[src/design/fbc_pkg.sv]
package fbc_pkg;
	// Clock period, ps
	localparam int unsigned CLK_PERIOD_PS = 4000;

	// Reset pulse width, least, ns
	localparam int unsigned RESET_PULSE_NS = 100;
	localparam int unsigned RESET_PULSE_CYC =
		(RESET_PULSE_NS * 1000 + CLK_PERIOD_PS - 1) / CLK_PERIOD_PS;

	// Abort shutdown times, longest, us
	localparam int unsigned ABORT_ERASE_US   = 22;
	localparam int unsigned ABORT_PROGRAM_US = 12;
	localparam int unsigned ABORT_ERASE_CYC  = ABORT_ERASE_US * 1000000 / CLK_PERIOD_PS;
	localparam int unsigned ABORT_PROG_CYC   = ABORT_PROGRAM_US * 1000000 / CLK_PERIOD_PS;

	// Plain recovery defaults (ns), not given by figures
	localparam int unsigned READ_VALID_NS  = 150;
	localparam int unsigned WRITE_DELAY_NS = 150;
	localparam int unsigned READ_VALID_CYC =
		(READ_VALID_NS * 1000 + CLK_PERIOD_PS - 1) / CLK_PERIOD_PS;
	localparam int unsigned WRITE_DELAY_CYC =
		(WRITE_DELAY_NS * 1000 + CLK_PERIOD_PS - 1) / CLK_PERIOD_PS;

	// Bus cycle phase lengths
	localparam int unsigned STROBE_CYC  = 20;
	localparam int unsigned SETUP_CYC   = 2;

	localparam int unsigned CNT_W = 16;
	localparam logic [7:0] STATUS_AFTER_RESET = 8'h80;

	typedef enum logic [2:0] {
		FBC_RESET   = 3'b000,
		FBC_IDLE    = 3'b001,
		FBC_SETUP   = 3'b011,
		FBC_STROBE  = 3'b010,
		FBC_HOLD    = 3'b110,
		FBC_RECOVER = 3'b111
	} fbc_state_t;
endpackage

[src/design/fbc_delay.sv]
`timescale 1ns/100ps
// Down counter: load a count, done pulses when it reaches zero
module fbc_delay #(
	parameter int unsigned W = 16
) (
	input  wire logic         sys_clk,
	input  wire logic         resetn,
	input  wire logic         load,
	input  wire logic [W-1:0] count,
	output logic              busy,
	output logic              done
);
	logic [W-1:0] cnt_q;

	// Counter
	always_ff @(posedge sys_clk)
	begin
		if (!resetn)
			cnt_q <= '0;
		else if (load)
			cnt_q <= count;
		else if (cnt_q != '0)
			cnt_q <= cnt_q - 1'b1;
	end

	// Done pulses on last count
	always_ff @(posedge sys_clk)
	begin
		if (!resetn)
			done <= 1'b0;
		else
			done <= !load && cnt_q == {{(W-1){1'b0}}, 1'b1};
	end

	assign busy = cnt_q != '0;
endmodule // fbc_delay

[src/design/fbc_host.sv]
`timescale 1ns/100ps
// Contract
// Read: select low, output enable low, write strobe high, reset high.
// Write: select and write strobe low, output enable and reset high.
// Device latches write data on first rising strobe or select edge.
// Output enable high floats device data lines.
// Select high puts device in standby with floating outputs.
// Program or erase continues after deselect until done.
// Reset low for pulse width deselects and powers down device.
// Host waits read-valid and write delays after reset release.
// After reset: read-array mode, status 0x80, blocks locked.
// Reset during program or erase aborts it, leaving invalid data.
// Abort needs shutdown interval; end mode depends on reset level.
// After abort, host counts recovery from end of shutdown interval.
// Reads during program or erase return status.
// Drive device reset from the same reset as the host.
// Device state machine runs operations alone; status reports progress.
// Reset low time at least 100 ns.
// Shutdown lasts up to 22 us erase, 12 us program.
// Idle reset completes within 100 ns.
module fbc_host #(
	parameter int unsigned ADDR_W          = 20,
	parameter int unsigned DATA_W          = 16,
	parameter int unsigned ABORT_ERASE_CYC = fbc_pkg::ABORT_ERASE_CYC,
	parameter int unsigned ABORT_PROG_CYC  = fbc_pkg::ABORT_PROG_CYC
) (
	input  wire logic              sys_clk,
	input  wire logic              resetn,
	// User side
	input  wire logic              reqValid,
	input  wire logic              reqWrite,
	input  wire logic [ADDR_W-1:0] reqAddr,
	input  wire logic [DATA_W-1:0] reqData,
	output logic                   reqReady,
	output logic                   rspValid,
	output logic [DATA_W-1:0]      rspData,
	input  wire logic              resetReq,
	input  wire logic              opBusy,
	input  wire logic              opErase,
	output logic                   inReset,
	// Flash pins
	output logic [ADDR_W-1:0]      flashAddr,
	output logic                   chipSelectN,
	output logic                   outputEnableN,
	output logic                   writeStrobeN,
	output logic                   resetPowerdownN,
	input  wire logic [DATA_W-1:0] dqIn,
	output logic [DATA_W-1:0]      dqOut,
	output logic                   dqOe
);
	localparam int unsigned CW = fbc_pkg::CNT_W + 2;

	fbc_pkg::fbc_state_t state_q;
	logic                isWrite_q;
	logic [CW-1:0]       phase_q;
	logic                rstBusy_q;
	logic                pulseMet_q;
	logic                startPulse_q;
	logic                dlyLoad;
	logic [CW-1:0]       dlyCount;
	logic                dlyBusy;
	logic                dlyDone;
	logic [DATA_W-1:0]   dqS1_q;
	logic [DATA_W-1:0]   dqS2_q;
	logic [DATA_W-1:0]   dqS3_q;

	// Narrow a cycle count to the counter width
	function automatic logic [CW-1:0] cyc(input int unsigned n);
		cyc = CW'(n);
	endfunction

	// Pin data from outside the clock domain
	always_ff @(posedge sys_clk)
	begin
		if (!resetn)
		begin
			dqS1_q <= '0;
			dqS2_q <= '0;
			dqS3_q <= '0;
		end
		else
		begin
			dqS1_q <= dqIn;
			dqS2_q <= dqS1_q;
			dqS3_q <= dqS2_q;
		end
	end

	// Shared delay counter: reset pulse, shutdown, recovery
	fbc_delay #(
		.W     (CW)
	) u_delay (
		.sys_clk (sys_clk),
		.resetn  (resetn),
		.load    (dlyLoad),
		.count   (dlyCount),
		.busy    (dlyBusy),
		.done    (dlyDone)
	);

	// Delay load select
	always_comb
	begin
		dlyLoad  = 1'b0;
		dlyCount = '0;
		if (state_q != fbc_pkg::FBC_RESET && (resetReq || !resetn))
		begin
			dlyLoad = 1'b1;
			if (opBusy && opErase)
				dlyCount = cyc(ABORT_ERASE_CYC);
			else if (opBusy)
				dlyCount = cyc(ABORT_PROG_CYC);
			else
				dlyCount = cyc(fbc_pkg::RESET_PULSE_CYC);
		end
		else if (state_q == fbc_pkg::FBC_RESET && startPulse_q)
		begin
			dlyLoad  = 1'b1;
			dlyCount = cyc(fbc_pkg::RESET_PULSE_CYC);
		end
		else if (state_q == fbc_pkg::FBC_RESET && !resetReq && !rstBusy_q && pulseMet_q)
		begin
			dlyLoad  = 1'b1;
			dlyCount = cyc(fbc_pkg::READ_VALID_CYC > fbc_pkg::WRITE_DELAY_CYC ?
				fbc_pkg::READ_VALID_CYC : fbc_pkg::WRITE_DELAY_CYC);
		end
	end

	// Arms a full reset pulse on the first cycle after resetn
	always_ff @(posedge sys_clk)
	begin
		if (!resetn)
			startPulse_q <= 1'b1;
		else
			startPulse_q <= 1'b0;
	end

	// Reset pulse and shutdown tracking
	always_ff @(posedge sys_clk)
	begin
		if (!resetn)
		begin
			rstBusy_q  <= 1'b1;
			pulseMet_q <= 1'b0;
		end
		else if (dlyLoad && state_q != fbc_pkg::FBC_RESET)
		begin
			rstBusy_q  <= 1'b1;
			pulseMet_q <= 1'b0;
		end
		else if (state_q == fbc_pkg::FBC_RESET && rstBusy_q && !dlyBusy && !dlyLoad)
		begin
			rstBusy_q  <= 1'b0;
			pulseMet_q <= 1'b1;
		end
		else if (state_q == fbc_pkg::FBC_RESET && dlyLoad)
			pulseMet_q <= 1'b0;
	end

	// Bus state machine
	always_ff @(posedge sys_clk)
	begin
		if (!resetn)
		begin
			state_q   <= fbc_pkg::FBC_RESET;
			phase_q   <= '0;
			isWrite_q <= 1'b0;
		end
		else
		begin
			case (state_q)
			fbc_pkg::FBC_RESET:
				if (dlyLoad && !rstBusy_q)
					state_q <= fbc_pkg::FBC_RECOVER;
			fbc_pkg::FBC_RECOVER:
				if (resetReq)
					state_q <= fbc_pkg::FBC_RESET;
				else if (dlyDone || !dlyBusy)
					state_q <= fbc_pkg::FBC_IDLE;
			fbc_pkg::FBC_IDLE:
				if (resetReq)
					state_q <= fbc_pkg::FBC_RESET;
				else if (reqValid)
				begin
					isWrite_q <= reqWrite;
					phase_q   <= cyc(fbc_pkg::SETUP_CYC);
					state_q   <= fbc_pkg::FBC_SETUP;
				end
			fbc_pkg::FBC_SETUP:
				if (phase_q == cyc(1))
				begin
					phase_q <= cyc(fbc_pkg::STROBE_CYC);
					state_q <= fbc_pkg::FBC_STROBE;
				end
				else
					phase_q <= phase_q - 1'b1;
			fbc_pkg::FBC_STROBE:
				if (phase_q == cyc(1))
				begin
					phase_q <= cyc(fbc_pkg::SETUP_CYC);
					state_q <= fbc_pkg::FBC_HOLD;
				end
				else
					phase_q <= phase_q - 1'b1;
			fbc_pkg::FBC_HOLD:
				if (phase_q == cyc(1))
					state_q <= fbc_pkg::FBC_IDLE;
				else
					phase_q <= phase_q - 1'b1;
			default:
				state_q <= fbc_pkg::FBC_RESET;
			endcase
		end
	end

	// Pin drive
	always_ff @(posedge sys_clk)
	begin
		if (!resetn)
		begin
			resetPowerdownN <= 1'b0;
			chipSelectN     <= 1'b1;
			outputEnableN   <= 1'b1;
			writeStrobeN    <= 1'b1;
			dqOe            <= 1'b0;
			dqOut           <= '0;
			flashAddr       <= '0;
		end
		else
		begin
			resetPowerdownN <= !(state_q == fbc_pkg::FBC_RESET && (rstBusy_q || resetReq));
			chipSelectN     <= !(state_q == fbc_pkg::FBC_SETUP || state_q == fbc_pkg::FBC_STROBE
				|| state_q == fbc_pkg::FBC_HOLD);
			outputEnableN   <= !(!isWrite_q && (state_q == fbc_pkg::FBC_STROBE
				|| state_q == fbc_pkg::FBC_SETUP));
			writeStrobeN    <= !(isWrite_q && state_q == fbc_pkg::FBC_STROBE);
			dqOe            <= isWrite_q && (state_q == fbc_pkg::FBC_SETUP
				|| state_q == fbc_pkg::FBC_STROBE || state_q == fbc_pkg::FBC_HOLD);
			if (state_q == fbc_pkg::FBC_IDLE && reqValid)
			begin
				flashAddr <= reqAddr;
				dqOut     <= reqData;
			end
		end
	end

	// Read data capture at end of strobe, status or array
	always_ff @(posedge sys_clk)
	begin
		if (!resetn)
		begin
			rspValid <= 1'b0;
			rspData  <= '0;
		end
		else
		begin
			rspValid <= state_q == fbc_pkg::FBC_STROBE && phase_q == cyc(1) && !isWrite_q;
			if (state_q == fbc_pkg::FBC_STROBE && phase_q == cyc(1) && !isWrite_q)
				rspData <= dqS3_q;
		end
	end

	assign reqReady = state_q == fbc_pkg::FBC_IDLE && !resetReq;
	assign inReset  = state_q == fbc_pkg::FBC_RESET || state_q == fbc_pkg::FBC_RECOVER;
endmodule // fbc_host

[config.mk]
export PLATFORM = sky130hd
export DESIGN_NAME = fbc_host
export DESIGN_NICKNAME = d
export VERILOG_FILES = /design/src/design/fbc_pkg.sv /design/src/design/fbc_delay.sv /design/src/design/fbc_host.sv
export SDC_FILE = /design/constraint.sdc
export NUM_CORES = 1
export LEC_CHECK = 0
export BUFFER_PORTS_ARGS = -buffer_cell sky130_fd_sc_hd__buf_2
export CAP_MARGIN = 20
export CORE_AREA = 3 3 124 126
export CTS_CLUSTER_SIZE = 40
export DETAILED_ROUTE_END_ITERATION = 10
export DIE_AREA = 0 0 127 129
export PLACE_DENSITY = 0.58
export SKIP_CTS_REPAIR_TIMING = 1
export SYNTH_ARGS = -nofsm -noshare
export SYNTH_HDL_FRONTEND = slang
export SYNTH_SLANG_ARGS = --single-unit
[constraint.sdc]
create_clock -name sys_clk -period 3.72 [get_ports sys_clk]
set_clock_uncertainty 0.15 [all_clocks]
set_input_delay 0.186 -clock sys_clk [delete_from_list [all_inputs] [get_ports sys_clk]]
set_output_delay 0.186 -clock sys_clk [all_outputs]
set_load 0.03 [all_outputs]
Word-level counts from Yosys, hierarchy flattened

Index checks and enable logic that the tools add are counted.

Register bits: 150
Input port bits: 59
Output and inout bits: 60

$add $sub $neg: 2
Equal/unequal tests: 16
Multiplexer cells: 28
Bitwise gates (word level): 2
Reductions and logical operators: 47

Operators by type and width:

| cell                  | count |
|---|---|
| $mux 18               | 8 |
| $pmux 18 s4           | 1 |
| $eq 18x1->1 const B   | 2 |
| $sub 18x1->18 const B | 2 |
| $mux 3                | 8 |
| $logic_and 1x1->1     | 21 |
| $pmux 3 s6            | 1 |
| $reduce_bool 18->1    | 1 |
| $mux 13               | 1 |
| $mux 12               | 1 |
| $mux 6                | 2 |
| $logic_not 1->1       | 10 |
| $ne 2x2->1 const B    | 4 |
| $eq 3x2->1 const B    | 2 |
| $eq 3x3->1 const B    | 2 |
| $logic_or 1x1->1      | 6 |
| $mux 1                | 6 |
| $ne 2x1->1 const B    | 3 |
| $ne 3x3->1 const B    | 2 |
| $reduce_and 6->1      | 1 |
| $reduce_and 4->1      | 1 |
| $reduce_bool 2->1     | 2 |
| $reduce_bool 4->1     | 1 |
| $eq 3x1->1 const B    | 1 |
| other kinds (5)       | 6 |

Depth between registers and ports, before layout

Depth after elaboration: 10
Depth in mapped cells: 10

Cells and area by module

A second synthesis with hierarchy kept.

Cells, all modules: 655
Area total of the unflattened synthesis: 5785.5 µm²

By module, submodules not included:

| module    | instances | cells an instance | area each (µm²) |
|---|---|---|---|
| fbc_host  | 1         | 529               | 4702.0 |
| fbc_delay | 1         | 126               | 1083.5 |

Least setup slack after synthesis

No wires, ideal clock.

Path type: register to register
Start point: register u_delay.cnt_q[0]
End point: register u_delay.cnt_q[14]
Data arrival time: 1.984 ns
Data required time: 3.499 ns
Setup slack: 1.516 ns
Cell stages (with the launch flop): 8
Path buffers: 0
Cell sequence: dfxtp_1 inv_1 ha_1 nor3b_1 nand4_1 or4_1 or3_1 a21oi_1

Word-level cells in the longest chain between the ends: 3
Elaborated cells between the ends (all ways): 5
Those cells by class: 1 x add/sub; 2 x mux; 2 x reduce/logical

RTL lines:

| what                   | RTL line        | text |
|---|---|---|
| start, declared        | fbc_delay.sv:13 | `logic [W-1:0] cnt_q;` |
| start signal, assigned | fbc_delay.sv:21 | `cnt_q <= count;` |
| start signal, assigned | fbc_delay.sv:23 | `cnt_q <= cnt_q - 1'b1;` |
| $sub 18x1->18          | fbc_delay.sv:23 |  |
| $mux 18                | fbc_delay.sv:22 | `else if (cnt_q != '0)` |
| $mux 18                | fbc_delay.sv:20 | `else if (load)` |

Parallel ways exist; a longest one is shown, timed or not. The select of a mux whose other input is x is not followed.
A chain may end at the register's enable or synchronous reset.

Worst setup path in the final report

Start point: register phase_q[5]
End point: register rspData[8]

Word-level cells in the longest chain between the ends: 3

RTL lines:

| what                            | RTL line        | text |
|---|---|---|
| start, declared                 | fbc_host.sv:55  | `logic [CW-1:0] phase_q;` |
| start signal, assigned          | fbc_host.sv:186 | `phase_q <= cyc(fbc_pkg::SETUP_CYC);` |
| start signal, assigned          | fbc_host.sv:192 | `phase_q <= cyc(fbc_pkg::STROBE_CYC);` |
| start signal, assigned          | fbc_host.sv:196 | `phase_q <= phase_q - 1'b1;` |
| $eq 18x1->1                     | fbc_host.sv:258 | `if (state_q == fbc_pkg::FBC_STROBE && phase_q == cyc(1) && !isWrite_q)` |
| $logic_and 1x1->1 (2 in series) | fbc_host.sv:258 |  |
| end signal, assigned            | fbc_host.sv:259 | `rspData <= dqS3_q;` |
| end, declared                   | fbc_host.sv:36  | `output logic [DATA_W-1:0] rspData,` |

No other way between the ends.

==> impl_results.md <==
* Status: complete, no violations
* Post-synthesis to final-layout area growth at 32.1%
* Drt pass-1 iters at 5
* Gr busiest metal: met2
* Async set-or-reset flop fraction in the synthesized netlist at 0%
* Share of post-route cells with drive strength above 1 at 20.4%
* Worst Tran Pin Value at 0.731 ns
* GPL Wtd Cong at 0.843
* Total GRT Usage at 15.7%
* MaxCap Viol Count at 0
* Max-slew violations at 0
* Dpl hpwl at 8.92 mm
* Worst setup SP type: register
* RSZ-0062 raised after global routing: no
* Sw frac at 37.3%
* Final hold vios at 0
* Initial antenna violation count at 0
* Post-synthesis cell area at 0.00574 sq mm
* Avg Cell Area, Syn at 8.75 sq um
* Clock network fraction of total power at 27.0%
* Critical path's largest stage delay at 0.63 ns
* Switching pwr at 0.00217 W
* Met2 GRT Util at 24.6%
* Placed inst area at 0.00646 sq mm
* Ys Warns at 0
* Vias per cell at 4.89
* Syn_nets at 720
* Synth cell types at 57
* Mapped Cells at 656
* Vias after detailed routing at 4972
* Static Leak at 3.09 nW
* Die Wd at 127 microns
* Max rail drop VDD at 0.429 mV
* Post-synth EDFFs at 0
* Root Driver: clkbuf_16
* Vias in the first global route at 4325
* Synth Register Bits at 150
* Most used flip-flop cell after synthesis: dfxtp_1
* ANT cells at 0
* GRT overflow at 0
* CTS sink cnt at 150
* Routing usage on met1 at 21.0%
* Die Footprint at 0.0164 sq mm
* Time the worst path needs with I/O delays and setup at 2.70 ns
* Comb pwr share at 37.6%
* Final ANT Viol Nets at 0
* I/O Pins at 119
* CP Capture Type: register
* CTS buffer count at 17
* Crit path arrival time at 2.85 ns
* Fin nets at 884
* Row cnt at 44
* DRC violations left at 0
* Non-filler cells, final at 1016
* Required time of the critical path at 3.86 ns
* Pwr/cell area at 768 mW/mm^2
* WS Path Type: register to register
* Maximum clock path buffer count at 2
* Core area at 0.0144 sq mm
* Finished Cell Area at 0.00759 sq mm
* Max frequency at 0.370 GHz
* Period utilization at 72.7%
* TritonCTS clock tree: done
* Internal power at 0.00365 W
* Die H at 129 microns
* Setup_tns at 0 ns
* WL/cell at 13.3 microns
* Crit-path slowest cell: and4b_1
* Worst min-delay path class: primary input to register
* Worst skew pair latency at 0.41 ns
* CP Max Fanout at 16
* Seq/Total Area, Yosys at 52.3%
* GR Util met3 at 3.99%
* Routed WL at 13.5 mm
* Placed cell count at 929
* Initial core utilization at 39.8%
* Fillers at 1336
* Max-slew headroom at 50.8%
* Reg clk slew, reported paths at 0.06 ns
* First-pass GRT wire length at 21.0 mm
* H-tree depth at 4
* Flop pwr share at 35.4%
* Buffers on Ports at 118
* Worst path cell trace: nor4_1, and4b_1, nand3_1, nand2_1, a21oi_1
* 1st-iter DRT viols at 215
* Final setup fails at 0
* Pin count of the biggest net entering global routing at 66
[placed cells by master (no fill, tap or decap), types with 3 or more instances in the layout]
cell and n:
inv_1 16, nand4_1 3, or2_2 3, a2111oi_0 3, or4_1 8, a21o_1 3, o21ai_0 17, clkbuf_8 4
clkinvlp_4 4, nor3_1 10, nand4b_1 4, dfxtp_1 150, nor2b_1 4, nand3b_1 5, and2_1 50, a21oi_1 79
nor4_1 4, nand3_1 13, buf_2 118, buf_4 4, nor2_1 33, or3_1 4, dlygate4sd3_1 55, nand2b_1 3
o31ai_1 6, inv_6 3, and3_1 3, ha_1 5, nor3b_1 3, clkbuf_16 17, a211oi_1 9, nand2_1 131
xnor2_1 17, a31oi_1 3
[power by group through the flow]
stage                     registers (W)  clock network [W]  logic [W]
after CTS                       0.00206            0.00162    0.00214
after detailed placement        0.00209                  0    0.00212
final                           0.00206            0.00157    0.00219
after global routing            0.00210            0.00169    0.00246
after global placement          0.00208                  0    0.00210
after floorplan                 0.00206                  0    0.00170
[synth_stat cells (3+ instances only)]
master     instances  area [sq um]
a2111oi_0          3          26.3
a211oi_1           9          67.6
a21o_1             3          22.5
a21oi_1           79           395
a31oi_1            3          18.8
and2_1            50           313
and3_1             3          18.8
buf_2              6          30.0
clkbuf_1          23          86.3
dfxtp_1          150          3000
ha_1               5          62.6
inv_1             17          63.8
nand2_1          131           492
nand2b_1           3          18.8
nand3_1           13          65.1
nand3b_1           5          37.5
nand4_1            3          18.8
nand4b_1           4          35.0
nor2_1            33           124
nor2b_1            4          25.0
nor3_1            11          55.1
nor3b_1            3          22.5
nor4_1             4          25.0
o21ai_0           17          85.1
o31ai_1            6          45.0
or2_2              3          18.8
or3_1              4          25.0
or4_1              8          60.1
xnor2_1           17           149
[sequential cells by signal (all words and copies together), names as in the netlist]
name and count:
state_q 3, dqS2_q 16, rspValid 1, rspData 16, dqS1_q 16, chipSelectN 1
startPulse_q 1, rstBusy_q 1, pulseMet_q 1, outputEnableN 1, u_delay.done 1, isWrite_q 1
phase_q 18, dqOe 1, writeStrobeN 1, u_delay.cnt_q 18, dqOut 16, dqS3_q 16
resetPowerdownN 1, flashAddr 20
[worst max-delay path, delay by kind of cell, from the launching register on]
kind | cells | cell delay, ns
simple gates | 4 | 2.00
flops | 1 | 0.35
compound gates | 1 | 0.09
[cell families (layout without fill, tap and decap cells)]
group / after synthesis / count (layout) / share of synthesized area [%]
mux: 3 / 3 / 0.545
simple gates: 294 / 294 / 25.6
fa+ha+maj: 5 / 5 / 1.09
flops: 150 / 150 / 52.3
xor+xnor: 18 / 18 / 2.75
buf+inv: 50 / 226 / 3.49
compound gates: 136 / 136 / 14.2
[metal layers]
layer	part of all wire (%)	vias up	wire length, microns
li1	-	2557	-
met1	47	2272	6370
met5	0	-	0
met3	5.2	9	695
met4	0.93	0	125
met2	47	134	6280
[cell type report]
type,count,area [sq um],share of cell area [%]
inverters,17,63.8,0.841
repair buffers,178,1190,15.7
well taps,184,230,3.03
multi-input cells,456,2540,33.5
flip-flops and latches,150,3000,39.6
clock inverters,8,65.1,0.858
clock buffers,23,488,6.43
[path summary, 6_finish.rpt]
path | start | to | slack (ns) | cells past startpoint
max reg2reg | phase_q[5] | rspData[8] | 1.02 | 5
min | reqValid | state_q[0] | 0.09 | 4
max | phase_q[5] | rspData[8] | 1.02 | 5
min reg2reg | dqS1_q[2] | dqS2_q[2] | 0.28 | 1
[stage by stage]
| step | util [%] | hold slack, ns | worst slack (ns) | power [W] |
|---|---|---|---|---|
| final | 52.6 | 0.0868 | 1.02 | 0.00582 |
| after global routing | 52.6 | 0.132 | 0.664 | 0.00626 |
| after CTS | 48.6 | -0.196 | 0.956 | 0.00582 |
| after detailed placement | 44.8 | 0.245 | 0.971 | 0.00422 |
| after global placement | 44.8 | 0.242 | 1.09 | 0.00419 |
| after floorplan | - | 0.163 | 1.52 | 0.00376 |
(Power assumes the default switching activity.)
